## config.mk

```make
export PLATFORM = sky130hd
export DESIGN_NAME = feoc_top
export DESIGN_NICKNAME = d
export VERILOG_FILES = /design/src/verilog/feoc_pkg.sv /design/src/verilog/feoc_top.sv /design/src/verilog/feoc_secded.sv
export SDC_FILE = /design/constraint.sdc
export NUM_CORES = 1
export LEC_CHECK = 0
export BUFFER_PORTS_ARGS = -buffer_cell sky130_fd_sc_hd__buf_2
export CORE_MARGIN = 3
export CORE_UTILIZATION = 35
export DETAILED_ROUTE_END_ITERATION = 8
export SLEW_MARGIN = 5
export SYNTH_ARGS = -nofsm -noshare
export SYNTH_HDL_FRONTEND = slang
export SYNTH_HIERARCHICAL = 1
export SYNTH_SLANG_ARGS = --single-unit
export TNS_END_PERCENT = 50
```

## constraint.sdc

```tcl
create_clock -name I_CLK_SYS -period 2.6 [get_ports I_CLK_SYS]
set_clock_uncertainty 0.15 [all_clocks]
set_input_delay 0.26 -clock I_CLK_SYS [delete_from_list [all_inputs] [get_ports I_CLK_SYS]]
set_output_delay 0.26 -clock I_CLK_SYS [all_outputs]
set_load 0.02 [all_outputs]
```

## src/verilog/feoc_pkg.sv

```systemverilog
`default_nettype none
package feoc_pkg;

    // datapath and field widths
    localparam int DATA_W = 64;                // protected double-word
    localparam int CHK_W  = 8;                 // seven hamming bits plus overall parity
    localparam int HAM_W  = 7;                 // hamming syndrome width
    localparam int HAM_N  = 71;                // highest hamming code position
    localparam int LOC_W  = 21;                // double-word location field
    localparam int INT_W  = 3;                 // interrupt status width
    localparam int AW     = 8;                 // apb byte address width

    // register byte offsets
    localparam logic [AW-1:0] OFF_ECC_STAT  = 8'h00;
    localparam logic [AW-1:0] OFF_INT_STAT  = 8'h04;
    localparam logic [AW-1:0] OFF_INT_MASK  = 8'h08;
    localparam logic [AW-1:0] OFF_OPT_STAT  = 8'h0c;
    localparam logic [AW-1:0] OFF_PROT      = 8'h10;
    localparam logic [AW-1:0] OFF_WRP_START = 8'h14;
    localparam logic [AW-1:0] OFF_WRP_END   = 8'h18;

    // field positions
    localparam int ECC_BANK_BIT   = 21;
    localparam int ECC_CORR_BIT   = 30;
    localparam int ECC_DET_BIT    = 31;
    localparam int INT_CORR_BIT   = 0;
    localparam int INT_OPTERR_BIT = 1;
    localparam int INT_PROT_BIT   = 2;
    localparam int OPT_ERR_BIT    = 0;
    localparam int OPT_DONE_BIT   = 1;
    localparam int PROT_RDP_BIT   = 0;
    localparam int PROT_WRP_BIT   = 1;

    // reset values
    localparam logic [INT_W-1:0] INT_MASK_RST  = 3'h0;
    localparam logic [1:0]       PROT_RST      = 2'h0;
    localparam logic [LOC_W-1:0] WRP_START_RST = 21'h0;
    localparam logic [LOC_W-1:0] WRP_END_RST   = 21'h0;

    // access kinds requested by the cpu side
    typedef enum logic [1:0] {OP_READ, OP_WRITE, OP_ERASE} feoc_op_e;

    // access sequencer states
    typedef enum logic [1:0] {ST_LOAD, ST_IDLE, ST_FLASH, ST_DONE} feoc_state_e;

    // apb request from the master
    typedef struct packed {
        logic          psel;
        logic          penable;
        logic          pwrite;
        logic [AW-1:0] paddr;
        logic [31:0]   pwdata;
    } feoc_apb_req_s;

    // one flash access: kind, double-word location, bank, debug origin
    typedef struct packed {
        feoc_op_e         op;
        logic [LOC_W-1:0] addr;
        logic             bank;
        logic             debug;
    } feoc_acc_s;

    // raw double-word with its stored check bits
    typedef struct packed {
        logic [DATA_W-1:0] data;
        logic [CHK_W-1:0]  chk;
    } feoc_fl_word_s;

    // one option byte and its stored complement
    typedef struct packed {
        logic [7:0] value;
        logic [7:0] cmpl;
        logic       last;
    } feoc_opt_s;

    // check bits: data fills non power-of-two positions 3..71 in order,
    // bit i covers positions with bit i set, bit 7 makes total parity even
    function automatic logic [CHK_W-1:0] ecc_encode(input logic [DATA_W-1:0] data);
        logic [CHK_W-1:0] chk;
        int               k;
        chk = '0;
        k   = 0;
        for (int p = 1; p <= HAM_N; p++)
        begin
            if ((p & (p - 1)) != 0)
            begin
                for (int i = 0; i < HAM_W; i++)
                begin
                    if (p[i])
                        chk[i] = chk[i] ^ data[k];
                end
                k++;
            end
        end
        chk[CHK_W-1] = ^{data, chk[HAM_W-1:0]};
        return chk;
    endfunction : ecc_encode

endpackage : feoc_pkg
`default_nettype wire

```

## src/verilog/feoc_top.sv

```systemverilog
// Notes on behaviour
// - compare each option byte with its complement
// - mismatch raises option verify error flag
// - secded over each 64-bit double-word
// - corrected error sets flag, raises interrupt
// - uncorrectable error sets flag, raises nmi
// - capture failing location and bank
// - check ecc on every flash read
// - block protected accesses, fault on reads
`default_nettype none
module feoc_top
(
    input  wire  logic                          I_CLK_SYS,
    input  wire  logic                          I_RST_N,
    input  wire  logic                          I_CLK_EN,
    input  wire  feoc_pkg::feoc_apb_req_s       I_APB,
    output logic [31:0]                         O_PRDATA,
    output logic                                O_PREADY,
    output logic                                O_PSLVERR,
    input  wire  logic                          I_OPT_VALID,
    input  wire  feoc_pkg::feoc_opt_s           I_OPT,
    input  wire  logic                          I_ACC_REQ,
    input  wire  feoc_pkg::feoc_acc_s           I_ACC,
    output logic                                O_ACC_READY,
    output logic                                O_ACC_DONE,
    output logic                                O_ACC_BLOCKED,
    output logic                                O_FAULT_EXC,
    output logic [feoc_pkg::DATA_W-1:0]         O_RD_DATA,
    output logic                                O_FL_REQ,
    output feoc_pkg::feoc_acc_s                 O_FL_CMD,
    input  wire  logic                          I_FL_VALID,
    input  wire  feoc_pkg::feoc_fl_word_s       I_FL_WORD,
    output logic                                O_IRQ,
    output logic                                O_NMI,
    output logic                                O_OPT_VERIFY_ERROR,
    output logic                                O_OPT_LOADED
);
    import feoc_pkg::*;

    // sequencer
    feoc_state_e       state_q; // access sequencer state
    feoc_acc_s         acc_q, fl_cmd_q; // access served, command held
    logic              ready_q; // new access may be taken
    logic              done_q, blocked_q, fault_q; // completion pulses
    logic [DATA_W-1:0] rd_data_q; // returned read data
    logic              fl_req_q; // request pulse to the array
    // option load
    logic              opt_err_q, opt_done_q; // option_verify_error, loaded
    // software registers
    logic [LOC_W-1:0]  ecc_loc_q; // failing double-word location
    logic              ecc_bank_q; // failing_bank_select
    logic              ecc_corr_q, ecc_det_q; // ecc_corrected_flag, ecc_detected_flag
    logic [INT_W-1:0]  int_stat_q; // sticky events, read clears
    logic [INT_W-1:0]  int_mask_q; // interrupt enables
    logic [1:0]        prot_q; // read/write protection enables
    logic [LOC_W-1:0]  wrp_start_q, wrp_end_q; // protected window
    logic              irq_q, nmi_q; // interrupt lines
    // apb slave
    logic              pready_q, pslverr_q; // handshake
    logic [31:0]       prdata_q, rdata; // read data, mux result
    logic              hit, apb_wr, apb_rd; // mapped, access edge
    // events
    logic [DATA_W-1:0] dec_data; // corrected word
    logic              dec_single, dec_double; // decoder verdicts
    logic              rd_back, take, violate; // read back, taken, refused
    logic              ev_corr, ev_det, ev_opt; // events this cycle

    feoc_secded u_dec
    (
        .i_word   (I_FL_WORD),
        .o_data   (dec_data),
        .o_single (dec_single),
        .o_double (dec_double)
    );

    // event decode for this cycle
    always_comb
    begin
        take    = I_ACC_REQ && ready_q && (state_q == ST_IDLE);
        // refused: debug reads, or writes and erases inside the window
        violate = take && ((I_ACC.op == OP_READ)
                  ? (prot_q[PROT_RDP_BIT] && I_ACC.debug)
                  : (prot_q[PROT_WRP_BIT] && (I_ACC.addr >= wrp_start_q)
                     && (I_ACC.addr <= wrp_end_q)));
        rd_back = (state_q == ST_FLASH) && I_FL_VALID && (acc_q.op == OP_READ);
        ev_corr = rd_back && dec_single;
        ev_det  = rd_back && dec_double;
        ev_opt  = (state_q == ST_LOAD) && I_OPT_VALID && ((I_OPT.value ^ I_OPT.cmpl) != 8'hff);
    end
    // access sequencer; the array must answer, there is no timeout
    always_ff @(posedge I_CLK_SYS or negedge I_RST_N)
    begin
        if (!I_RST_N)
        begin
            state_q   <= ST_LOAD;
            acc_q     <= '0;
            ready_q   <= 1'b0;
            done_q    <= 1'b0;
            blocked_q <= 1'b0;
            fault_q   <= 1'b0;
            rd_data_q <= '0;
            fl_req_q  <= 1'b0;
            fl_cmd_q  <= '0;
        end
        else if (I_CLK_EN)
        begin
            case (state_q)
                // accesses wait until option bytes are in
                ST_LOAD:
                begin
                    if (I_OPT_VALID && I_OPT.last)
                    begin
                        state_q <= ST_IDLE;
                        ready_q <= 1'b1;
                    end
                end
                ST_IDLE:
                begin
                    if (take)
                    begin
                        acc_q   <= I_ACC;
                        ready_q <= 1'b0;
                        if (violate)
                        begin
                            done_q    <= 1'b1;
                            blocked_q <= 1'b1;
                            fault_q   <= (I_ACC.op == OP_READ);
                            state_q   <= ST_DONE;
                        end
                        else
                        begin
                            fl_req_q <= 1'b1;
                            fl_cmd_q <= I_ACC;
                            state_q  <= ST_FLASH;
                        end
                    end
                end
                ST_FLASH:
                begin
                    fl_req_q <= 1'b0;
                    if (I_FL_VALID)
                    begin
                        done_q  <= 1'b1;
                        state_q <= ST_DONE;
                        // corrected data goes back; a double fault returns raw bits
                        if (acc_q.op == OP_READ)
                            rd_data_q <= dec_data;
                    end
                end
                ST_DONE:
                begin
                    done_q    <= 1'b0;
                    blocked_q <= 1'b0;
                    fault_q   <= 1'b0;
                    ready_q   <= 1'b1;
                    state_q   <= ST_IDLE;
                end
                default:
                begin
                    state_q <= ST_LOAD;
                    ready_q <= 1'b0;
                end
            endcase
        end
    end
    // option byte verification, held until the next power-on reset
    always_ff @(posedge I_CLK_SYS or negedge I_RST_N)
    begin
        if (!I_RST_N)
        begin
            opt_err_q  <= 1'b0;
            opt_done_q <= 1'b0;
        end
        else if (I_CLK_EN)
        begin
            if (ev_opt)
                opt_err_q <= 1'b1;
            if ((state_q == ST_LOAD) && I_OPT_VALID && I_OPT.last)
                opt_done_q <= 1'b1;
        end
    end
    // ecc status register; a new event wins over a write-one clear
    always_ff @(posedge I_CLK_SYS or negedge I_RST_N)
    begin
        if (!I_RST_N)
        begin
            ecc_loc_q  <= '0;
            ecc_bank_q <= 1'b0;
            ecc_corr_q <= 1'b0;
            ecc_det_q  <= 1'b0;
        end
        else if (I_CLK_EN)
        begin
            if (apb_wr && (I_APB.paddr == OFF_ECC_STAT))
            begin
                if (I_APB.pwdata[ECC_CORR_BIT])
                    ecc_corr_q <= 1'b0;
                if (I_APB.pwdata[ECC_DET_BIT])
                    ecc_det_q <= 1'b0;
            end
            if (ev_corr)
                ecc_corr_q <= 1'b1;
            if (ev_det)
                ecc_det_q <= 1'b1;
            // capture first failure; later ones keep the first location
            if ((ev_corr || ev_det) && !(ecc_corr_q || ecc_det_q))
            begin
                ecc_loc_q  <= acc_q.addr;
                ecc_bank_q <= acc_q.bank;
            end
        end
    end

    // sticky interrupt status, cleared by reading it; set wins
    always_ff @(posedge I_CLK_SYS or negedge I_RST_N)
    begin
        if (!I_RST_N)
            int_stat_q <= '0;
        else if (I_CLK_EN)
            int_stat_q <= {violate, ev_opt, ev_corr}
                | ((apb_rd && (I_APB.paddr == OFF_INT_STAT)) ? '0 : int_stat_q);
    end

    // interrupt lines; one cycle behind the flags they follow
    always_ff @(posedge I_CLK_SYS or negedge I_RST_N)
    begin
        if (!I_RST_N)
        begin
            irq_q <= 1'b0;
            nmi_q <= 1'b0;
        end
        else if (I_CLK_EN)
        begin
            irq_q <= |(int_stat_q & int_mask_q);
            nmi_q <= ecc_det_q;
        end
    end

    // software-written control registers
    always_ff @(posedge I_CLK_SYS or negedge I_RST_N)
    begin
        if (!I_RST_N)
        begin
            int_mask_q  <= INT_MASK_RST;
            prot_q      <= PROT_RST;
            wrp_start_q <= WRP_START_RST;
            wrp_end_q   <= WRP_END_RST;
        end
        else if (I_CLK_EN && apb_wr)
        begin
            case (I_APB.paddr)
                OFF_INT_MASK:  int_mask_q  <= I_APB.pwdata[INT_W-1:0];
                OFF_PROT:      prot_q      <= I_APB.pwdata[1:0];
                OFF_WRP_START: wrp_start_q <= I_APB.pwdata[LOC_W-1:0];
                OFF_WRP_END:   wrp_end_q   <= I_APB.pwdata[LOC_W-1:0];
                default:       ;   // read-only or unmapped
            endcase
        end
    end

    // read mux; unaligned or unknown offsets miss
    always_comb
    begin
        rdata = '0;
        hit   = 1'b1;
        case (I_APB.paddr)
            OFF_ECC_STAT:
            begin
                rdata[LOC_W-1:0]    = ecc_loc_q;
                rdata[ECC_BANK_BIT] = ecc_bank_q;
                rdata[ECC_CORR_BIT] = ecc_corr_q;
                rdata[ECC_DET_BIT]  = ecc_det_q;
            end
            OFF_INT_STAT:  rdata[INT_W-1:0] = int_stat_q;
            OFF_INT_MASK:  rdata[INT_W-1:0] = int_mask_q;
            OFF_OPT_STAT:
            begin
                rdata[OPT_ERR_BIT]  = opt_err_q;
                rdata[OPT_DONE_BIT] = opt_done_q;
            end
            OFF_PROT:      rdata[1:0]       = prot_q;
            OFF_WRP_START: rdata[LOC_W-1:0] = wrp_start_q;
            OFF_WRP_END:   rdata[LOC_W-1:0] = wrp_end_q;
            default:       hit              = 1'b0;
        endcase
        apb_wr = I_APB.psel && I_APB.penable && pready_q && I_APB.pwrite && hit;
        apb_rd = I_APB.psel && I_APB.penable && pready_q && !I_APB.pwrite;
    end

    // apb handshake: answer is prepared in setup, so access lasts one cycle
    always_ff @(posedge I_CLK_SYS or negedge I_RST_N)
    begin
        if (!I_RST_N)
        begin
            pready_q  <= 1'b0;
            pslverr_q <= 1'b0;
            prdata_q  <= '0;
        end
        else if (I_CLK_EN)
        begin
            if (I_APB.psel && !I_APB.penable && !pready_q)
            begin
                pready_q  <= 1'b1;
                pslverr_q <= !hit;
                prdata_q  <= I_APB.pwrite ? 32'h0 : rdata;
            end
            else if (pready_q)
            begin
                pready_q  <= 1'b0;
                pslverr_q <= 1'b0;
            end
        end
    end

    // outputs straight from flip-flops
    assign {O_PRDATA, O_PREADY, O_PSLVERR} = {prdata_q, pready_q, pslverr_q};
    assign {O_ACC_READY, O_ACC_DONE, O_ACC_BLOCKED} = {ready_q, done_q, blocked_q};
    assign {O_FAULT_EXC, O_RD_DATA, O_FL_REQ} = {fault_q, rd_data_q, fl_req_q};
    assign {O_FL_CMD, O_IRQ, O_NMI} = {fl_cmd_q, irq_q, nmi_q};
    assign {O_OPT_VERIFY_ERROR, O_OPT_LOADED} = {opt_err_q, opt_done_q};
endmodule : feoc_top
`default_nettype wire

```

## src/verilog/feoc_secded.sv

```systemverilog
`default_nettype none
// single-error-correct, double-error-detect decoder, purely combinational
module feoc_secded
(
    input  wire  feoc_pkg::feoc_fl_word_s      i_word,   // raw word and check bits
    output logic [feoc_pkg::DATA_W-1:0]        o_data,   // corrected data
    output logic                               o_single, // one bit fixed
    output logic                               o_double  // uncorrectable
);
    import feoc_pkg::*;

    // rebuild codeword, syndrome, then repair one position
    always_comb
    begin
        logic [HAM_N:0]   cw;
        logic [HAM_W-1:0] syn;
        logic             par;
        int               k;
        int               j;
        cw  = '0;
        syn = '0;
        k   = 0;
        j   = 0;
        cw[0] = i_word.chk[CHK_W-1];
        for (int p = 1; p <= HAM_N; p++)
        begin
            // power-of-two slots carry the hamming bits
            if ((p & (p - 1)) == 0)
            begin
                cw[p] = i_word.chk[j];
                j++;
            end
            else
            begin
                cw[p] = i_word.data[k];
                k++;
            end
        end
        for (int p = 1; p <= HAM_N; p++)
        begin
            if (cw[p])
                syn = syn ^ p[HAM_W-1:0];
        end
        par      = ^cw;
        o_single = 1'b0;
        o_double = 1'b0;
        // odd parity with a syndrome beyond the word is a multi-bit fault
        if (par && (int'(syn) > HAM_N))
            o_double = 1'b1;
        else if (par)
        begin
            o_single = 1'b1;
            cw[syn]  = ~cw[syn];
        end
        else if (syn != '0)
            o_double = 1'b1;
        o_data = '0;
        k      = 0;
        for (int p = 1; p <= HAM_N; p++)
        begin
            if ((p & (p - 1)) != 0)
            begin
                o_data[k] = cw[p];
                k++;
            end
        end
    end

endmodule : feoc_secded
`default_nettype wire

```

==> impl_metrics.tcl, run 1 <==
set metrics [dict create \
    cts_made_buffers 26 \
    synthAdderAreaFrac_pct 4.51 \
    setup_ws_ps -449 \
    clock_path_buffers 3 \
    syn_area_sq_um 13300 \
    area_delta_synth_final_pct 52.1 \
    port_buffers 277 \
    synth-xor-area-share_pct 11.1 \
    hold_ws_ps 16.6 \
    synth_seq_area_share_pct 42.1 \
    worst-path-max-fanout 5 \
    worstHoldPathType "in -> reg" \
    ys_seq_elements 224 \
    final_hold_viol_count 0 \
    synth.area.mux_share_pct 14.1 \
    power.density_nw_per_um2 1210 \
    ios 295 \
    drive_above_1_share_pct 46.0 \
    max-slew-margin-rel_pct 54.8 \
    initial_core_util_pct 36.0 \
    end_kind "flop" \
    synth_top_family_by_area "multiplexers" \
    cts_tree "yes" \
    reg2reg_from "wrp_end_q[15]" \
    grt_pass1_wl_um 74600 \
    reg2regPathDepth 11 \
    grt_antenna_before_repair 0 \
    die_w_um 201 \
    ys_async_sr_fraction_pct 100 \
    detail-route-antenna-nets 0 \
    syn_inst 1333 \
    wl_um 48900 \
    finish.utilization_pct 54.7 \
    cts_root_buffer "clkbuf_16" \
    synth_area_leaders "dfrtp_1, mux2_2, nand2_1, xnor2_1, ha_1" \
    fin_cells 2443 \
    cp-start-kind "primary input" \
    filler_cell_count 3241 \
    p_switching_mw 10.4 \
    synthSimpleGateAreaFrac_pct 12.9 \
    outcome "finished, violations left" \
    synth.distinct_cells 75 \
    seqPwrFrac_pct 21.6 \
    swShare_pct 42.3 \
    synth_ff_type "dfrtp_1" \
    intPower_mw 14.2 \
    violations "negative setup slack" \
    fmax_mhz 328 \
    grt_usage_pct 23.1 \
    maxCapViolCount 0 \
    placed_cells 2293 \
    slew_viol_final 0 \
    worstMarginPinSlew_ps 677 \
    synth_top_cell_by_area "dfrtp_1" \
    routedWlPerCell_um 20.0 \
    synth-compound-area-share_pct 11.5 \
    critPathLaunch "I_FL_WORD[65]" \
    final.period_utilization_pct 117 \
    grt_pass1_vias 13300 \
    dp_hpwl_um 34600 \
    via_per_inst 5.14 \
    synth_edf_count 0 \
    dr.pass1.iters 6 \
    fin_setup_tns_ps -29710 \
    dieArea_sq_um 40500 \
    p_leak_nw 9.80 \
    seqCellArea_sq_um 5610 \
    pre_cts_ws_ps -1060 \
    grt_overflow 0 \
    rows 70 \
    clkPwrFrac_pct 15.8 \
    die_h_um 201 \
    htree_levels 1 \
    ir_worst_vdd_uv 783 \
    post-route-min-period_ps 3050 \
    routed-via-count 12600 \
    cts.sinks 224 \
    stdcell_area_sq_um 20300 \
    clk_pin_slew_ps 60 \
    crit_end "ecc_loc_q[6]" \
    syn_area_per_cell_sq_um 10.0 \
    worst-setup-path-type "in -> reg" \
    place_area_sq_um 17200 \
    synth_top_area_share_pct 42.1 \
    ys.warnings.count 6 \
    p_comb_share_pct 62.7 \
    grt_max_degree 68 \
    drc 0 \
    clk_latency_ps 580 \
    worstPathRequired_ps 2900 \
    rsz0062_at_grt "yes" \
    arrival_ps 3350 \
    power_mw 24.6 \
    drt_iter0_markers 798 \
    routabilityCongestion 0.951 \
    setup_viol 117 \
    fin_nets 2131 \
    num_antenna_cells 0 \
    worst-r2r-setup-slack_ps -390 \
    multi_input_area_sq_um 8330 \
    r2r-end "O_FL_CMD[7]" \
    core_area_sq_um 37000 \
]
[power by group through the flow]
stage	sequential (mW)	combinational, mW	clock [mW]
after floorplan	6.01	6.37	0
after global placement	5.31	11.9	0
after detailed placement	5.33	12.0	0
after CTS	5.29	14.0	3.98
after global routing	5.42	16.3	4.10
final	5.30	15.4	3.88
[cells in the final DEF, fill, tap and decap left out, drive strengths merged, types with 38 or more instances in the layout]
cell | synthesis | final
o21ai | 115 | 115
ha | 48 | 48
clkbuf | 39 | 38
nor2 | 39 | 39
dlygate4sd3 | 0 | 67
xnor2 | 112 | 112
inv | 49 | 49
dfrtp | 224 | 224
nand2 | 284 | 284
mux2 | 137 | 137
buf | 28 | 549
[cells by family (layout without fill, tap and decap cells)]
| kind of cell | Yosys count | after routing |
|---|---|---|
| other | 1 | 8 |
| AO/OA/AOI/OAI | 240 | 240 |
| buffers and inverters | 116 | 715 |
| XOR/XNOR | 141 | 141 |
| flip-flops | 224 | 224 |
| multiplexers | 162 | 162 |
| AND/OR/NAND/NOR | 401 | 401 |
| adder cells (fa/ha/maj) | 48 | 48 |
[state kept, by name, indices dropped and copies added (netlist names), 2 cells and up]
name / flops
wrp_start_q: 21
int_mask_q: 3
O_RD_DATA: 64
wrp_end_q: 21
state_q: 2
acc_q: 24
O_FL_CMD: 25
prot_q: 2
O_PRDATA: 24
ecc_loc_q: 21
int_stat_q: 3
[Yosys cell counts, types with 7 or more instances]
master,instances
buf_2,8
mux2_2,114
xnor3_1,7
a21oi_1,34
ha_1,48
buf_4,11
xor2_1,14
a31oi_1,9
xnor2_1,108
o21ai_0,113
mux2_4,19
nand4_1,7
dfrtp_1,224
a21o_1,10
mux2i_1,23
nand3_1,14
nand2_1,284
a222oi_1,19
nand2b_1,7
a32oi_1,15
nand3b_1,8
nor2b_1,8
inv_1,49
clkbuf_1,39
nor2_1,39
[worst min-delay path by stage]
stage                             start            end  slack [ps]  cells past startpoint
after CTS                 I_FL_WORD[67]  O_RD_DATA[59]         0.2                      6
final                     I_FL_WORD[70]  O_RD_DATA[62]          20                      5
after detailed placement        I_RST_N    O_ACC_READY         100                      1
after global routing      I_FL_WORD[70]  O_RD_DATA[62]          10                      5
after floorplan                 I_RST_N  O_ACC_BLOCKED        -190                      0
after global placement          I_RST_N    O_ACC_READY          90                      1
[cell type report]
| class | instances | share of cell area [%] |
|---|---|---|
| Clock inverter | 12 | 0.802 |
| Timing Repair Buffer | 619 | 22.8 |
| Sequential cell | 224 | 27.6 |
| Clock buffer | 35 | 3.62 |
| Multi-Input combinational cell | 1000 | 41.1 |
| Tap cell | 504 | 3.11 |
| Inverter | 49 | 0.907 |
[layer usage]
layer / wire length (um) / vias to the layer above / track usage [%]
met1: 20100 / 6147 / 29.6
met4: 1640 / 0 / 7.85
li1: - / 5796 / -
met5: 0 / - / 0
met2: 23500 / 522 / 39.2
met3: 3700 / 95 / 4.68
[worst max-delay path: stages]
cell     delay [ps]
buf_8           110
xor2_4          180
xnor2_2         160
buf_4           160
xor2_2          170
xnor3_1         430
xnor3_2         310
xnor2_4         160
buf_6           130
a21oi_4         130
nor2_2           40
or4_4           620
buf_12          180
mux2_4          290
[timing repair]
action	4_1_cts	5_1_grt
pin swaps	31	56
resized for setup	156	132
cloned	2	4
endpoints found under the hold margin	296	0
endpoints found under the setup margin	117	118
hold buffers	67	0
buffers inserted	22	12
Note: power is estimated with default switching activity, not from simulation.
==> inputs of run 2 (changes only) <==
- CORE_UTILIZATION: 35 -> 51
- CTS_BUF_LIST: default -> sky130_fd_sc_hd__clkbuf_8
- PLACE_DENSITY: default -> 0.79
- SLEW_MARGIN: 5 -> default
==> impl_metrics.tcl, run 2 (synthesis results as in run 1) <==
set metrics [dict create \
    hold_path_depth 6 \
    fin_cells 2293 \
    routabilityCongestion 0.968 \
    cp-start-kind "primary input" \
    setup_viol 117 \
    worst-r2r-setup-slack_ps -430 \
    wl_um 56300 \
    final_common_cell "nand2_1" \
    cts_root_buffer "clkbuf_8" \
    maxCapViolCount 0 \
    grt_pass1_wl_um 80900 \
    worstHoldPathType "in -> reg" \
    final.period_utilization_pct 120 \
    via_per_inst 6.19 \
    clock_path_buffers 3 \
    swShare_pct 44.3 \
    worst-path-max-fanout 11 \
    clk_latency_ps 560 \
    mostFrequentLayoutCells "nand2_1, buf_2, dfrtp_1" \
    routedWlPerCell_um 24.6 \
    clkPwrFrac_pct 12.9 \
    largest_reg_flops 64 \
    core_area_sq_um 25400 \
    max-slew-margin-rel_pct 52.3 \
    routed-via-count 14200 \
    p_leak_nw 10.0 \
    grt_antenna_before_repair 2 \
    grt_overflow 0 \
    worst-setup-path-type "in -> reg" \
    fmax_mhz 321 \
    die_w_um 168 \
    drc 0 \
    end_kind "flop" \
    cts.sinks 224 \
    fin_nets 2148 \
    multi_input_area_sq_um 8680 \
    outcome "finished, violations left" \
    htree_levels 2 \
    initial_core_util_pct 52.5 \
    final_hold_viol_count 0 \
    worstHoldEndpoint "O_RD_DATA[51]" \
    rsz0062_at_grt "yes" \
    r2r-end "O_FL_CMD[15]" \
    power.density_nw_per_um2 1270 \
    drt_iter0_markers 1843 \
    dr.pass1.iters 7 \
    worstMarginPinSlew_ps 716 \
    placed_cells 2110 \
    area_delta_synth_final_pct 54.2 \
    grt_max_degree 68 \
    grt_usage_pct 36.6 \
    dieArea_sq_um 28100 \
    reg2reg_from "wrp_end_q[10]" \
    detail-route-antenna-nets 0 \
    grt_pass1_vias 14400 \
    critPathMaxStageDelay_ps 570 \
    port_buffers 277 \
    min_from "I_FL_WORD[59]" \
    ios 295 \
    arrival_ps 3400 \
    worstPathRequired_ps 2880 \
    p_comb_share_pct 66.7 \
    post-route-min-period_ps 3120 \
    seqPwrFrac_pct 20.4 \
    violations "negative setup slack" \
    worstPathCellList "buf_2, xnor2_2, xnor2_2, xnor2_2, buf_4, xnor3_2, xnor2_4, nand3_2, a21oi_2, nor2_1, or4_4, buf_12, mux2_2" \
    hold_ws_ps 21.2 \
    setup_ws_ps -519 \
    drive_above_1_share_pct 48.5 \
    rows 58 \
    intPower_mw 14.5 \
    cts_tree "yes" \
    slowest_stage "or4_4" \
    ir_worst_vdd_uv 1090 \
    die_h_um 168 \
    filler_cell_count 1349 \
    num_antenna_cells 0 \
    path_common_cell "xnor2_2" \
    dp_hpwl_um 33300 \
    cts_made_buffers 38 \
    p_switching_mw 11.6 \
    clk_pin_slew_ps 60 \
    seqCellArea_sq_um 5610 \
    reg2regPathDepth 11 \
    slew_viol_final 0 \
]
==> run 2: changes by cell type in the layout (fill, tap and decap cells not counted), moves of 11 or more <==
cell / change
xnor2_4: +11
o21ai_0: -13
clkbuf_8: +47
o21ai_2: +14
clkbuf_16: -28
xnor2_1: -15
==> run 2: layout make-up <==
cell class                      count  share of cell area, %
Multi-Input combinational cell   1000                   42.2
Clock inverter                     14                  0.365
Sequential cell                   224                   27.3
Tap cell                          330                   2.01
Timing Repair Buffer              624                   23.8
Clock buffer                       52                   3.48
Inverter                           49                  0.895
==> run 2: how the worst max path moves through the flow <==
stage	depth (start not counted)	from	endpoint	slack [ps]
6_report	13	I_FL_WORD[23]	ecc_loc_q[14]	-520
5_1_grt	14	I_FL_WORD[31]	ecc_loc_q[16]	-570
4_1_cts	11	wrp_end_q[16]	O_FL_CMD[18]	-450
3_5_place_dp	15	I_FL_WORD[0]	O_RD_DATA[46]	-1330
3_3_place_gp	15	I_FL_WORD[0]	O_RD_DATA[46]	-1240
2_1_floorplan	15	I_FL_WORD[42]	ecc_bank_q	-820
==> run 2: power by group through the flow <==
stage / clock [mW] / combinational (mW) / sequential [mW]
2_1_floorplan: 0 / 6.37 / 6.01
3_3_place_gp: 0 / 12.1 / 5.24
3_5_place_dp: 0 / 12.3 / 5.28
4_1_cts: 3.32 / 16.1 / 5.25
5_1_grt: 3.53 / 18.0 / 5.43
6_report: 3.37 / 17.4 / 5.33
==> run 2: repair_timing <==
action / in CTS / in global routing
setup buffers: 35 / 17
cloned: 8 / 1
pin swaps: 76 / 61
hold buffers: 65 / 2
resized for setup: 264 / 98
endpoints found under the setup margin: 117 / 118
hold endpoints to repair: 313 / 1
==> run 2: worst max-delay path, delay by kind of cell <==
family	cells	cell delay, ps
xor gates and xnor gates	5	1410
muxes	1	290
and+or+nand+nor	3	750
buffers and inverters	3	480
AOI/OAI and AO/OA	1	180
==> run 2: metal layers <==
layer  wire (um)  global-route usage [%]  part of all wire, %  vias up
li1            -                       -                    -     5856
met1       19400                    43.1                   35     6827
met2       27100                    62.3                   48     1140
met3        5630                    8.05                   10      365
met4        4110                    20.3                  7.3        4
met5          27                       0                0.048        -
==> run 2: through the flow <==
| step | setup WS [ps] | setup TNS (ps) | power [mW] | util (%) | area [sq um] |
|---|---|---|---|---|---|
| after floorplan | -823 | -43560 | 12.4 | - | 13700 |
| after global placement | -1240 | -101570 | 17.3 | 67.0 | 17000 |
| after detailed placement | -1330 | -107800 | 17.6 | 67.0 | 17000 |
| after CTS | -447 | -25680 | 24.6 | 78.7 | 20000 |
| after global routing | -572 | -47450 | 26.9 | 80.9 | 20600 |
| final | -519 | -40410 | 26.1 | 80.9 | 20600 |
